$ cat src/rtl/bfch_pkg.sv
/*
  Constants and types of the boot flash command handler.
  Assumes a framing layer that hands over whole packets, little-endian.
*/
package bfch_pkg;

  // Command codes.
  localparam logic [7:0] TAG_FULL_ERASE   = 8'h01;
  localparam logic [7:0] TAG_REGION_ERASE = 8'h02;
  localparam logic [7:0] TAG_MEM_WRITE    = 8'h04;
  localparam logic [7:0] TAG_UNSEC_ERASE  = 8'h0d;

  // Parameter counts.
  localparam logic [7:0] PARAMS_NONE = 8'h00;
  localparam logic [7:0] PARAMS_TWO  = 8'h02;

  // Status codes.
  localparam logic [31:0] STATUS_OK            = 32'h0;
  localparam logic [31:0] STATUS_RANGE_INVALID = 32'h27d8;
  localparam logic [31:0] STATUS_MISALIGNED    = 32'h65;
  localparam logic [31:0] STATUS_OUT_OF_SPACE  = 32'h66;
  localparam logic [31:0] STATUS_ACCESS_FAULT  = 32'h67;
  localparam logic [31:0] STATUS_PROT_FAULT    = 32'h68;
  localparam logic [31:0] STATUS_OP_FAILED     = 32'h69;
  localparam logic [31:0] STATUS_BAD_CMD       = 32'h4;

  // Security byte location and values.
  localparam logic [31:0] SEC_BYTE_ADDR  = 32'h40c;
  localparam logic [7:0]  SEC_BYTE_UNSEC = 8'hfe;
  localparam logic [7:0]  ERASED_BYTE    = 8'hff;
  localparam logic [31:0] ERASED_WORD    = 32'hffff_ffff;
  localparam int          MEEN_LSB       = 4;
  localparam logic [1:0]  MEEN_OFF       = 2'h2;

  // Register byte offsets.
  localparam logic [11:0] REG_CTRL    = 12'h000;
  localparam logic [11:0] REG_PROT    = 12'h004;
  localparam logic [11:0] REG_SECBYTE = 12'h008;
  localparam logic [11:0] REG_SECURE  = 12'h00c;
  localparam logic [11:0] REG_LAST    = 12'h010;
  localparam int          CTRL_VERIFY_BIT = 0;
  localparam int          SECURE_BIT      = 0;

  // Reset values.
  localparam logic        VERIFY_RST  = 1'b0;
  localparam logic [7:0]  SECBYTE_RST = 8'hff;
  localparam logic        SECURE_RST  = 1'b0;

  typedef enum logic [2:0] {
    OP_ERASE_ALL    = 3'h0,
    OP_ERASE_SECTOR = 3'h1,
    OP_PROGRAM      = 3'h2,
    OP_VERIFY       = 3'h3,
    OP_RAM_BYTE     = 3'h4
  } bfch_op_t;

  typedef enum logic [3:0] {
    S_IDLE      = 4'h0,
    S_CHECK     = 4'h1,
    S_ERASE_ALL = 4'h2,
    S_SEC_PROG  = 4'h3,
    S_ERASE_SEC = 4'h4,
    S_WR_DATA   = 4'h5,
    S_WR_PROG   = 4'h6,
    S_WR_VERIFY = 4'h7,
    S_REPLY     = 4'h8
  } bfch_state_t;

  typedef struct packed {
    logic [7:0]  cmd_code_field;
    logic [7:0]  flags;
    logic [7:0]  param_total_field;
    logic [31:0] first_location_param;
    logic [31:0] transfer_length_param;
  } bfch_cmd_t;

  typedef struct packed {
    logic [31:0] status;
    logic [31:0] cmd_code_field;
  } bfch_reply_t;

  typedef struct packed {
    bfch_op_t    kind;
    logic [31:0] addr;
    logic [31:0] data;
  } bfch_mem_op_t;

endpackage : bfch_pkg

$ cat src/rtl/bfch_top.sv
/*
  Boot flash command handler: three erase commands and a memory write,
  each ending in a status reply; registers on an APB slave.
  Assumes a memory controller that ends each operation with a done pulse
  and a framing layer that hands over decoded packets and data bytes.
*/
// Notes on behaviour
// RQ1: Code 01 erases whole flash, no parameters.
// RQ2: Any protected region refuses full erase.
// RQ3: Full erase clears security, erases security byte.
// RQ4: Region erase: start and count parameters.
// RQ5: Unaligned start or count gives 101.
// RQ6: Region beyond flash gives 102.
// RQ7: Protected part of region gives 10200.
// RQ8: Region erase answers only listed codes.
// RQ9: Code 0D erases everything, even protected.
// RQ10: Unsecure at once, program FE at 40C.
// RQ11: Mass erase disabled option fails command.
// RQ12: Erase commands have no data phase.
// RQ13: Code 04 writes memory, start and count.
// RQ14: Accept data bytes until count reached.
// RQ15: Writes into protected sectors fail.
// RQ16: Host erases flash before writing it.
// RQ17: Unaligned flash write start is invalid.
// RQ18: Flash count rounds up, pad with FF.
// RQ19: Verify after each program when enabled.
// RQ20: RAM writes any alignment, no padding.
// RQ21: Every command ends with status reply.
// RQ22: Reply holds status then command code.
// RQ23: Little-endian parameters inside framed packets.
// RQ24: Check alignment, then range, then protection.
`timescale 1ns/1ps
`default_nettype none
module bfch_top #(
  parameter int FLASH_BYTES  = 32768,
  parameter int SECTOR_BYTES = 1024,
  parameter int SECTORS      = 32
) (
  // Clock and reset.
  input wire logic                ref_clk_in,
  input wire logic                rst_b_in,
  // Command packets.
  input wire logic                cmd_valid_in,
  input wire bfch_pkg::bfch_cmd_t cmd_in,
  output logic                    cmd_ready_out,
  // Data phase bytes.
  input wire logic                data_valid_in,
  input wire logic [7:0]          data_byte_in,
  output logic                    data_ready_out,
  // Status replies.
  output logic                    reply_valid_out,
  output bfch_pkg::bfch_reply_t   reply_out,
  input wire logic                reply_ready_in,
  // Memory operations.
  output logic                    mem_req_out,
  output bfch_pkg::bfch_mem_op_t  mem_op_out,
  input wire logic                mem_done_in,
  input wire logic                mem_fail_in,
  // Security state.
  output logic                    flash_secured_out,
  // APB slave.
  input wire logic                psel_in,
  input wire logic                penable_in,
  input wire logic                pwrite_in,
  input wire logic [11:0]         paddr_in,
  input wire logic [31:0]         pwdata_in,
  output logic [31:0]             prdata_out,
  output logic                    pready_out,
  output logic                    pslverr_out
);

  localparam logic [32:0] FLASH_END   = 33'(FLASH_BYTES);
  localparam logic [31:0] SECTOR_STEP = 32'(SECTOR_BYTES);
  localparam logic [31:0] SECTOR_MASK = ~(32'(SECTOR_BYTES) - 32'h1);

  // Sectors touched by the byte range [a, e).
  function automatic logic [SECTORS-1:0] hit_mask(input logic [31:0] a, input logic [32:0] e);
    logic [SECTORS-1:0] m;
    logic [32:0]        lo;
    m = '0;
    for (int i = 0; i < SECTORS; i++) begin
      lo = 33'(i * SECTOR_BYTES);
      m[i] = ({1'b0, a} < lo + 33'(SECTOR_BYTES)) && (e > lo);
    end
    return m;
  endfunction : hit_mask

  // APB register group.
  logic                   verify_en;
  logic [SECTORS-1:0]     prot;
  logic [31:0]            prdata;
  logic                   next_verify_en;
  logic [SECTORS-1:0]     next_prot;
  logic [31:0]            next_prdata;
  logic                   apb_wr;
  logic                   mapped;
  logic [31:0]            rd_mux;

  // Command engine group.
  bfch_pkg::bfch_state_t  st;
  bfch_pkg::bfch_cmd_t    cmd;
  bfch_pkg::bfch_mem_op_t op;
  logic [31:0]            status;
  logic [31:0]            addr;
  logic [31:0]            remain;
  logic [32:0]            stop;
  logic [31:0]            word;
  logic [1:0]             lane;
  logic                   to_flash;
  logic [7:0]             sec_byte;
  logic                   secured;
  logic [31:0]            last_status;
  bfch_pkg::bfch_state_t  next_st;
  bfch_pkg::bfch_cmd_t    next_cmd;
  bfch_pkg::bfch_mem_op_t next_op;
  logic [31:0]            next_status;
  logic [31:0]            next_addr;
  logic [31:0]            next_remain;
  logic [32:0]            next_stop;
  logic [31:0]            next_word;
  logic [1:0]             next_lane;
  logic                   next_to_flash;
  logic [7:0]             next_sec_byte;
  logic                   next_secured;
  logic [31:0]            next_last_status;
  logic                   step;
  logic [32:0]            span_end;
  logic [32:0]            pad_end;

  assign apb_wr      = psel_in && penable_in && pwrite_in;
  assign pready_out  = 1'b1;
  assign pslverr_out = psel_in && penable_in && !mapped;
  assign prdata_out  = prdata;

  always_comb begin
    mapped = 1'b1;
    rd_mux = 32'h0;
    unique case (paddr_in)
      bfch_pkg::REG_CTRL:    rd_mux[bfch_pkg::CTRL_VERIFY_BIT] = verify_en;
      bfch_pkg::REG_PROT:    rd_mux = 32'(prot);
      bfch_pkg::REG_SECBYTE: rd_mux = {24'h0, sec_byte};
      bfch_pkg::REG_SECURE:  rd_mux[bfch_pkg::SECURE_BIT] = secured;
      bfch_pkg::REG_LAST:    rd_mux = last_status;
      default:               mapped = 1'b0;
    endcase
    next_verify_en = verify_en;
    next_prot      = prot;
    next_prdata    = prdata;
    if (psel_in && !penable_in && !pwrite_in) begin
      next_prdata = rd_mux;
    end
    if (apb_wr && paddr_in == bfch_pkg::REG_CTRL) begin
      next_verify_en = pwdata_in[bfch_pkg::CTRL_VERIFY_BIT];
    end
    if (apb_wr && paddr_in == bfch_pkg::REG_PROT) begin
      next_prot = pwdata_in[SECTORS-1:0];
    end
  end

  always_ff @(posedge ref_clk_in) begin
    if (!rst_b_in) begin
      verify_en <= bfch_pkg::VERIFY_RST;
      prot      <= '0;
      prdata    <= 32'h0;
    end else begin
      verify_en <= next_verify_en;
      prot      <= next_prot;
      prdata    <= next_prdata;
    end
  end

  assign cmd_ready_out     = (st == bfch_pkg::S_IDLE);
  assign data_ready_out    = (st == bfch_pkg::S_WR_DATA); // RQ14
  assign reply_valid_out   = (st == bfch_pkg::S_REPLY); // RQ21
  assign reply_out         = '{status: status, cmd_code_field: {24'h0, cmd.cmd_code_field}}; // RQ22
  assign mem_op_out        = op;
  assign flash_secured_out = secured;
  assign mem_req_out       = st inside {bfch_pkg::S_ERASE_ALL, bfch_pkg::S_SEC_PROG,
                                        bfch_pkg::S_ERASE_SEC, bfch_pkg::S_WR_PROG,
                                        bfch_pkg::S_WR_VERIFY};

  // Parameters arrive assembled by the framing layer.
  assign span_end = {1'b0, cmd.first_location_param} + {1'b0, cmd.transfer_length_param}; // RQ23
  assign pad_end  = {1'b0, cmd.first_location_param} +
                    (({1'b0, cmd.transfer_length_param} + 33'h3) & ~33'h3); // RQ18

  always_comb begin
    next_st          = st;
    next_cmd         = cmd;
    next_op          = op;
    next_status      = status;
    next_addr        = addr;
    next_remain      = remain;
    next_stop        = stop;
    next_word        = word;
    next_lane        = lane;
    next_to_flash    = to_flash;
    next_sec_byte    = sec_byte;
    next_secured     = secured;
    next_last_status = last_status;
    step             = 1'b0;
    // Software writes first so that a hardware update in the same cycle wins.
    if (apb_wr && paddr_in == bfch_pkg::REG_SECBYTE) begin
      next_sec_byte = pwdata_in[7:0];
    end
    if (apb_wr && paddr_in == bfch_pkg::REG_SECURE) begin
      next_secured = pwdata_in[bfch_pkg::SECURE_BIT];
    end
    unique case (st)
      bfch_pkg::S_IDLE: begin
        if (cmd_valid_in) begin
          next_cmd = cmd_in;
          next_st  = bfch_pkg::S_CHECK;
        end
      end
      bfch_pkg::S_CHECK: begin
        next_status = bfch_pkg::STATUS_OK;
        next_addr   = cmd.first_location_param;
        next_remain = cmd.transfer_length_param;
        next_stop   = span_end;
        next_word   = bfch_pkg::ERASED_WORD;
        next_lane   = 2'h0;
        next_st     = bfch_pkg::S_REPLY; // RQ12
        unique case (cmd.cmd_code_field)
          bfch_pkg::TAG_FULL_ERASE: begin
            if (cmd.param_total_field != bfch_pkg::PARAMS_NONE) begin
              next_status = bfch_pkg::STATUS_BAD_CMD;
            end else if (|prot) begin
              next_status = bfch_pkg::STATUS_PROT_FAULT; // RQ2
            end else begin
              next_op = '{kind: bfch_pkg::OP_ERASE_ALL, addr: 32'h0, data: 32'h0}; // RQ1
              next_st = bfch_pkg::S_ERASE_ALL;
            end
          end
          bfch_pkg::TAG_UNSEC_ERASE: begin
            if (cmd.param_total_field != bfch_pkg::PARAMS_NONE) begin
              next_status = bfch_pkg::STATUS_BAD_CMD;
            end else if (sec_byte[bfch_pkg::MEEN_LSB +: 2] == bfch_pkg::MEEN_OFF) begin
              next_status = bfch_pkg::STATUS_OP_FAILED; // RQ11
            end else begin
              next_secured = 1'b0; // RQ10
              next_op = '{kind: bfch_pkg::OP_ERASE_ALL, addr: 32'h0, data: 32'h0}; // RQ9
              next_st = bfch_pkg::S_ERASE_ALL;
            end
          end
          bfch_pkg::TAG_REGION_ERASE: begin
            if (cmd.param_total_field != bfch_pkg::PARAMS_TWO) begin // RQ4
              next_status = bfch_pkg::STATUS_BAD_CMD;
            end else if (|{cmd.first_location_param[1:0], cmd.transfer_length_param[1:0]}) begin
              next_status = bfch_pkg::STATUS_MISALIGNED; // RQ5 RQ24
            end else if (span_end > FLASH_END) begin
              next_status = bfch_pkg::STATUS_OUT_OF_SPACE; // RQ6
            end else if (|(prot & hit_mask(cmd.first_location_param, span_end))) begin
              next_status = bfch_pkg::STATUS_RANGE_INVALID; // RQ7
            end else if (|cmd.transfer_length_param) begin
              next_op = '{kind: bfch_pkg::OP_ERASE_SECTOR,
                          addr: cmd.first_location_param & SECTOR_MASK, data: 32'h0};
              next_st = bfch_pkg::S_ERASE_SEC;
            end
          end
          bfch_pkg::TAG_MEM_WRITE: begin
            next_to_flash = ({1'b0, cmd.first_location_param} < FLASH_END);
            if (cmd.param_total_field != bfch_pkg::PARAMS_TWO) begin // RQ13
              next_status = bfch_pkg::STATUS_BAD_CMD;
            end else begin
              if (next_to_flash) begin
                if (cmd.first_location_param[1:0] != 2'h0) begin
                  next_status = bfch_pkg::STATUS_MISALIGNED; // RQ17
                end else if (pad_end > FLASH_END) begin
                  next_status = bfch_pkg::STATUS_OUT_OF_SPACE;
                end else if (|(prot & hit_mask(cmd.first_location_param, pad_end))) begin
                  next_status = bfch_pkg::STATUS_PROT_FAULT; // RQ15
                end
              end
              if (|cmd.transfer_length_param) begin
                next_st = bfch_pkg::S_WR_DATA; // RQ14
              end
            end
          end
          default: begin
            next_status = bfch_pkg::STATUS_BAD_CMD;
          end
        endcase
      end
      bfch_pkg::S_ERASE_ALL: begin
        if (mem_done_in) begin
          next_st = bfch_pkg::S_REPLY;
          if (mem_fail_in) begin
            next_status = bfch_pkg::STATUS_OP_FAILED;
          end else if (cmd.cmd_code_field == bfch_pkg::TAG_UNSEC_ERASE) begin
            next_op = '{kind: bfch_pkg::OP_PROGRAM, addr: bfch_pkg::SEC_BYTE_ADDR,
                        data: {24'hff_ffff, bfch_pkg::SEC_BYTE_UNSEC}}; // RQ10
            next_st = bfch_pkg::S_SEC_PROG;
          end else begin
            next_sec_byte = bfch_pkg::ERASED_BYTE; // RQ3
            next_secured  = 1'b0; // RQ3
          end
        end
      end
      bfch_pkg::S_SEC_PROG: begin
        if (mem_done_in) begin
          next_st = bfch_pkg::S_REPLY;
          if (mem_fail_in) begin
            next_status = bfch_pkg::STATUS_OP_FAILED;
          end else begin
            next_sec_byte = bfch_pkg::SEC_BYTE_UNSEC; // RQ10
          end
        end
      end
      bfch_pkg::S_ERASE_SEC: begin
        if (mem_done_in) begin
          next_op.addr = op.addr + SECTOR_STEP;
          if (mem_fail_in) begin
            next_status = bfch_pkg::STATUS_OP_FAILED; // RQ8
            next_st     = bfch_pkg::S_REPLY;
          end else if ({1'b0, op.addr} + 33'(SECTOR_BYTES) >= stop) begin
            next_st = bfch_pkg::S_REPLY;
          end
        end
      end
      bfch_pkg::S_WR_DATA: begin
        if (data_valid_in) begin
          next_remain = remain - 32'h1;
          if (!to_flash) begin
            // Each byte goes out at its own address with no padding.
            next_op = '{kind: bfch_pkg::OP_RAM_BYTE, addr: addr, data: {24'h0, data_byte_in}}; // RQ20
            if (status == bfch_pkg::STATUS_OK) begin
              next_st = bfch_pkg::S_WR_PROG;
            end else begin
              step = 1'b1;
            end
          end else begin
            next_word[8*lane +: 8] = data_byte_in;
            next_lane = lane + 2'h1;
            // Lanes not yet filled keep the erased pattern on the last word.
            if (lane == 2'h3 || remain == 32'h1) begin // RQ18
              next_op = '{kind: bfch_pkg::OP_PROGRAM, addr: addr, data: next_word};
              if (status == bfch_pkg::STATUS_OK) begin
                next_st = bfch_pkg::S_WR_PROG;
              end else begin
                step = 1'b1;
              end
            end
          end
        end
      end
      bfch_pkg::S_WR_PROG: begin
        if (mem_done_in) begin
          if (mem_fail_in) begin
            next_status = bfch_pkg::STATUS_OP_FAILED;
            step = 1'b1;
          end else if (to_flash && verify_en) begin
            next_op.kind = bfch_pkg::OP_VERIFY; // RQ19
            next_st = bfch_pkg::S_WR_VERIFY;
          end else begin
            step = 1'b1;
          end
        end
      end
      bfch_pkg::S_WR_VERIFY: begin
        if (mem_done_in) begin
          if (mem_fail_in) begin
            next_status = bfch_pkg::STATUS_OP_FAILED;
          end
          step = 1'b1;
        end
      end
      bfch_pkg::S_REPLY: begin
        if (reply_ready_in) begin
          next_last_status = status;
          next_st = bfch_pkg::S_IDLE;
        end
      end
      default: begin
        next_st = bfch_pkg::S_IDLE;
      end
    endcase
    // Next byte or word; after a failure the rest of the data is drained unwritten.
    if (step) begin
      next_addr = addr + (to_flash ? 32'h4 : 32'h1);
      next_word = bfch_pkg::ERASED_WORD;
      next_lane = 2'h0;
      next_st   = (next_remain == 32'h0) ? bfch_pkg::S_REPLY : bfch_pkg::S_WR_DATA; // RQ14
    end
  end

  always_ff @(posedge ref_clk_in) begin
    if (!rst_b_in) begin
      st          <= bfch_pkg::S_IDLE;
      cmd         <= '0;
      op          <= '0;
      status      <= bfch_pkg::STATUS_OK;
      addr        <= 32'h0;
      remain      <= 32'h0;
      stop        <= 33'h0;
      word        <= bfch_pkg::ERASED_WORD;
      lane        <= 2'h0;
      to_flash    <= 1'b0;
      sec_byte    <= bfch_pkg::SECBYTE_RST;
      secured     <= bfch_pkg::SECURE_RST;
      last_status <= bfch_pkg::STATUS_OK;
    end else begin
      st          <= next_st;
      cmd         <= next_cmd;
      op          <= next_op;
      status      <= next_status;
      addr        <= next_addr;
      remain      <= next_remain;
      stop        <= next_stop;
      word        <= next_word;
      lane        <= next_lane;
      to_flash    <= next_to_flash;
      sec_byte    <= next_sec_byte;
      secured     <= next_secured;
      last_status <= next_last_status;
    end
  end

endmodule : bfch_top
`default_nettype wire

$ cat config.mk
export PLATFORM = sky130hd
export DESIGN_NAME = bfch_top
export DESIGN_NICKNAME = d
export VERILOG_FILES = /design/src/rtl/bfch_pkg.sv /design/src/rtl/bfch_top.sv
export SDC_FILE = /design/constraint.sdc
export NUM_CORES = 1
export LEC_CHECK = 0
export BUFFER_PORTS_ARGS = -buffer_cell sky130_fd_sc_hd__buf_2
export CAP_MARGIN = 20
export CELL_PAD_IN_SITES_DETAIL_PLACEMENT = 0
export CELL_PAD_IN_SITES_GLOBAL_PLACEMENT = 1
export CORE_MARGIN = 2
export CORE_UTILIZATION = 46
export DETAILED_ROUTE_END_ITERATION = 6
export GPL_ROUTABILITY_DRIVEN = 0
export PLACE_DENSITY_LB_ADDON = 0.1
export SETUP_SLACK_MARGIN = 0.15
export SLEW_MARGIN = 40
export SYNTH_ARGS = -nofsm -noshare
export SYNTH_HDL_FRONTEND = slang
export SYNTH_SLANG_ARGS = --single-unit
$ cat constraint.sdc
create_clock -name ref_clk_in -period 10.9 [get_ports ref_clk_in]
set_clock_uncertainty 0.15 [all_clocks]
set_input_delay 2.18 -clock ref_clk_in [delete_from_list [all_inputs] [get_ports ref_clk_in]]
set_output_delay 2.18 -clock ref_clk_in [all_outputs]
set_load 0.05 [all_outputs]
==> metrics.txt <==
# TYPE chip_impl_metric gauge
chip_impl_info{name="clock-root-buffer",value="clkbuf_16"} 1
chip_impl_metric{name="global_route.usage.total",unit="%"} 32.5
chip_impl_metric{name="critical_path_peak_fanout",unit=""} 13
chip_impl_metric{name="die_w",unit="um"} 240
chip_impl_info{name="highest_layer",value="met5"} 1
chip_impl_info{name="critPathLaunchType",value="flop"} 1
chip_impl_metric{name="place.detailed.instances",unit=""} 4388
chip_impl_metric{name="core_ar",unit="sq um"} 55200
chip_impl_info{name="critical_path_class",value="reg2reg"} 1
chip_impl_info{name="timing.rr.start",value="cmd[1]$_SDFFE_PN0P_"} 1
chip_impl_metric{name="fraction_of_synthesized_cell_area_taken_by_the_top_area_cell_type",unit="%"} 28.9
chip_impl_metric{name="post_synth_xor_area_fraction",unit="%"} 2.96
chip_impl_metric{name="grt_remaining_overflow",unit=""} 0
chip_impl_metric{name="areaGrowthSynthToFinish",unit="%"} 11.6
chip_impl_metric{name="num_clock_sinks",unit=""} 371
chip_impl_metric{name="synth-adder-area-share",unit="%"} 5.31
chip_impl_info{name="postSynth.topFlopCell",value="dfxtp_1"} 1
chip_impl_metric{name="synth-warning-count",unit=""} 0
chip_impl_metric{name="p_comb_share",unit="%"} 48.1
chip_impl_metric{name="net-switching-power",unit="mW"} 3.11
chip_impl_metric{name="static-leakage-power",unit="nW"} 11.5
chip_impl_metric{name="setup_viol",unit=""} 0
chip_impl_metric{name="synth_sequential_area_ratio",unit="%"} 28.9
chip_impl_metric{name="setup_slack",unit="ps"} 2410
chip_impl_metric{name="detail_route.vias_per_cell",unit=""} 6.28
chip_impl_metric{name="hold_violations",unit=""} 0
chip_impl_metric{name="antenna_found_initial",unit=""} 4
chip_impl_metric{name="final_antenna_net_count",unit=""} 0
chip_impl_metric{name="synth_simple_gate_area_share",unit="%"} 28.1
chip_impl_metric{name="power_density",unit="nW/um^2"} 224
chip_impl_metric{name="floorplan.io_pins",unit=""} 320
chip_impl_metric{name="routed_wire_length_per_instance",unit="um"} 21.8
chip_impl_metric{name="dp_wirelength",unit="um"} 71600
chip_impl_metric{name="maxSlewViolCount",unit=""} 0
chip_impl_metric{name="count_of_flip_flops_with_a_built_in_enable_after_synthesis",unit=""} 0
chip_impl_metric{name="fin_hold_ws",unit="ps"} 304
chip_impl_metric{name="ctsLongestPathBuffers",unit=""} 3
chip_impl_metric{name="cts.reportedPaths.clkPinSlew",unit="ps"} 60
chip_impl_metric{name="timing.slew.headroom",unit="%"} 38.2
chip_impl_metric{name="utilization",unit="%"} 52.0
chip_impl_metric{name="post_cts_resize_count",unit=""} 0
chip_impl_metric{name="htree_levels",unit=""} 2
chip_impl_metric{name="drt_wl_total",unit="um"} 97100
chip_impl_metric{name="rows",unit=""} 86
chip_impl_metric{name="fin_area",unit="sq um"} 28700
chip_impl_metric{name="num_vias",unit=""} 28000
chip_impl_info{name="outcome",value="complete, but fails checks"} 1
chip_impl_info{name="synth.largest_area_cell",value="dfxtp_1"} 1
chip_impl_metric{name="cellInternalPower",unit="mW"} 3.32
chip_impl_metric{name="post_layout_nonfiller_instances",unit=""} 4463
chip_impl_metric{name="final.setup.tns",unit="ps"} 0
chip_impl_info{name="timing.critical_path.to_type",value="flop"} 1
chip_impl_info{name="failed_checks",value="design-rule violations"} 1
chip_impl_metric{name="starting_density_of_the_core",unit="%"} 46.6
chip_impl_metric{name="grt_first_pass_wirelength",unit="um"} 148000
chip_impl_metric{name="place.port_buffers",unit=""} 266
chip_impl_metric{name="num_antenna_cells",unit=""} 0
chip_impl_metric{name="crit_required",unit="ps"} 11190
chip_impl_metric{name="power.share.switching",unit="%"} 48.4
chip_impl_metric{name="cts_inserted_buffers",unit=""} 42
chip_impl_metric{name="post_cts_hold_buffer_count",unit=""} 0
chip_impl_metric{name="synth_compound_gate_area_share",unit="%"} 26.4
chip_impl_metric{name="max_stage_delay",unit="ps"} 720
chip_impl_metric{name="fin_nets",unit=""} 3942
chip_impl_metric{name="synth-seq-cells",unit=""} 371
chip_impl_metric{name="post_dp_cell_area",unit="sq um"} 27200
chip_impl_metric{name="max_cap_violations",unit=""} 0
chip_impl_metric{name="largest_net_degree_at_the_start_of_global_routing",unit=""} 170
chip_impl_info{name="crit_slowest_cell",value="nor2_1"} 1
chip_impl_info{name="grt_setup_unrepaired",value="false"} 1
chip_impl_info{name="cpMostUsedCell",value="nor2_1"} 1
chip_impl_metric{name="clock_latency_on_the_worst_skew_pair",unit="ps"} 580
chip_impl_info{name="cp-startpoint",value="cmd[1]$_SDFFE_PN0P_"} 1
chip_impl_metric{name="synth.area.mux_share",unit="%"} 1.72
chip_impl_metric{name="floorplan.die_area",unit="sq um"} 57800
chip_impl_info{name="timing.critical_path.cells",value="nor2_1 > nor3_1 > and3_1 > nand2_1 > nor2_1 > nand4_1 > nor2_1 > xor2_1 > ha_1 > a21oi_1 > o211ai_1 > a221oi_1 > o21ai_0 > a311o_1 > a32oi_1 > nand4_1 > nor2_1 > nand3_1 > a2111oi_0 > nand4_1 > or4_1 > o31ai_1 > a21oi_1"} 1
chip_impl_metric{name="report.power.total",unit="mW"} 6.43
chip_impl_metric{name="worst_ep_arrival_time",unit="ps"} 8780
chip_impl_metric{name="share_seq_of_total_power",unit="%"} 29.0
chip_impl_metric{name="max_freq",unit="MHz"} 118
chip_impl_metric{name="synthesis.area_per_instance",unit="sq um"} 7.18
chip_impl_metric{name="drcViolationCount",unit=""} 6
chip_impl_metric{name="via_count_of_the_first_global_routing_pass",unit=""} 26100
chip_impl_metric{name="wl_met1",unit="um"} 40900
chip_impl_metric{name="share_clk_of_total_power",unit="%"} 22.9
chip_impl_metric{name="synth.distinct_cells",unit=""} 99
chip_impl_metric{name="routed-wl-met2",unit="um"} 43000
chip_impl_metric{name="detailedPlace.worstSlack",unit="ps"} 2790
chip_impl_metric{name="synth_area",unit="sq um"} 25700
chip_impl_info{name="synthTopCellsByArea",value="dfxtp_1, nand2_1, a21oi_1"} 1
chip_impl_metric{name="cts_post_setup_buffers_inserted",unit=""} 0
chip_impl_metric{name="detailroute.wirelength.met3",unit="um"} 7620
chip_impl_metric{name="fin_crit_sh",unit="%"} 77.9
chip_impl_metric{name="die-height",unit="um"} 240
chip_impl_info{name="worstHoldStart",value="prdata_out[26]$_SDFFE_PN0P_"} 1
chip_impl_metric{name="dr.first_iter.drc_count",unit=""} 2936
chip_impl_info{name="cts_tree",value="yes"} 1
chip_impl_metric{name="drt_pass1_iterations",unit=""} 7
chip_impl_metric{name="post_route_cells_drive_above_1_share",unit="%"} 12.8
chip_impl_metric{name="worst_slew_pin_slew",unit="ps"} 919
chip_impl_info{name="largest_family_of_logic_cells_by_synthesized_area",value="simple AND/OR/NAND/NOR gates"} 1
chip_impl_metric{name="postSynthCellCount",unit=""} 3579
chip_impl_metric{name="worst_ir_drop_vdd",unit="V"} 0.000245
chip_impl_info{name="worstHoldPathType",value="reg2reg"} 1
chip_impl_metric{name="postSynth.asyncResetShare",unit="%"} 0
chip_impl_metric{name="final_period_minus_worst_setup_slack",unit="ps"} 8490
critical path: cells and delay by family (launching register included):
kind            cells  cell delay [ps]
simple gates       12             4220
fa+ha+maj           1              350
compound gates      9             2870
xor+xnor            1              180
flops               1              590
layout by cell type, fill, tap and decap left out, types with 16 or more instances in the layout:
cell type    n
nand2_1    622
a21oi_1    406
dfxtp_1    371
nor2_1     300
buf_2      265
o21ai_0    200
nand3_1    123
ha_1       106
inv_1       94
nor3_1      93
nand4_1     56
nor4_1      54
a31oi_1     53
and3_1      47
nor2b_1     47
xnor2_1     45
conb_1      45
mux2i_1     43
clkbuf_16   43
a221oi_1    41
xor2_1      35
a21o_1      33
or3_1       33
buf_4       33
o211ai_1    32
a211oi_1    28
a222oi_1    28
o31a_1      25
a22oi_1     23
and2_1      21
nor3b_1     21
nand2b_1    17
a211oi_2    17
or4_1       16
worst paths after layout:
| kind | to | slack, ps | cells past startpoint |
|---|---|---|---|
| worst max-delay path | status[6]$_SDFFE_PN0P_ | 2410 | 23 |
| worst min-delay path | prdata_out[26]$_SDFFE_PN0P_ | 300 | 2 |
| worst max register to register | status[6]$_SDFFE_PN0P_ | 2410 | 23 |
| worst min register to register | prdata_out[26]$_SDFFE_PN0P_ | 300 | 2 |
power by group through the flow:
stage	logic, mW	registers (mW)	clock network (mW)
2_1_floorplan	2.09	1.87	0
3_5_place_dp	3.00	1.88	0
6_report	3.09	1.87	1.48
5_1_grt	3.34	1.88	1.55
3_3_place_gp	2.93	1.88	0
4_1_cts	3.01	1.86	1.50
registers in the layout, summed over array words and instances, names as in the netlist, 2 cells and up:
name	cells
cmd	72
status	7
mem_op_out	67
addr	32
prdata_out	32
st	4
last_status	7
reply_out	8
lane	2
stop	33
prot	32
word	32
remain	32
sec_byte	8
cell type report:
class	instances	area, sq um
Fill cell	5532	26500
Multi-Input combinational cell	2871	16900
Clock buffer	57	1220
Timing Repair Buffer	302	1620
Clock inverter	18	191
Tap cell	748	936
Sequential cell	371	7430
Inverter	96	373
synthesized netlist by cell type (all sizes together) (43+ instances only):
master and n:
buf 89, xnor2 49, and3 47, o21ai 210, nor2b 47, nand4 58, mux2i 43, a21oi 409
inv 95, ha 106, a31oi 53, clkbuf 195, a211oi 46, nor2 307, nor3 105, nand2 627
dfxtp 371, nand3 123, nor4 60
cells by family after synthesis:
group,Yosys count
fa+ha+maj,108
other cells,2
mux,44
buf+inv,380
simple gates,1535
flops,371
compound gates,1052
xor+xnor,87
layer usage:
metal	track usage, %	vias to the layer above
met5	0	-
met4	17.4	4
met3	4.87	272
met2	51.1	1385
met1	43.0	13200
li1	-	13100
Power figures use the tool's default switching activity.
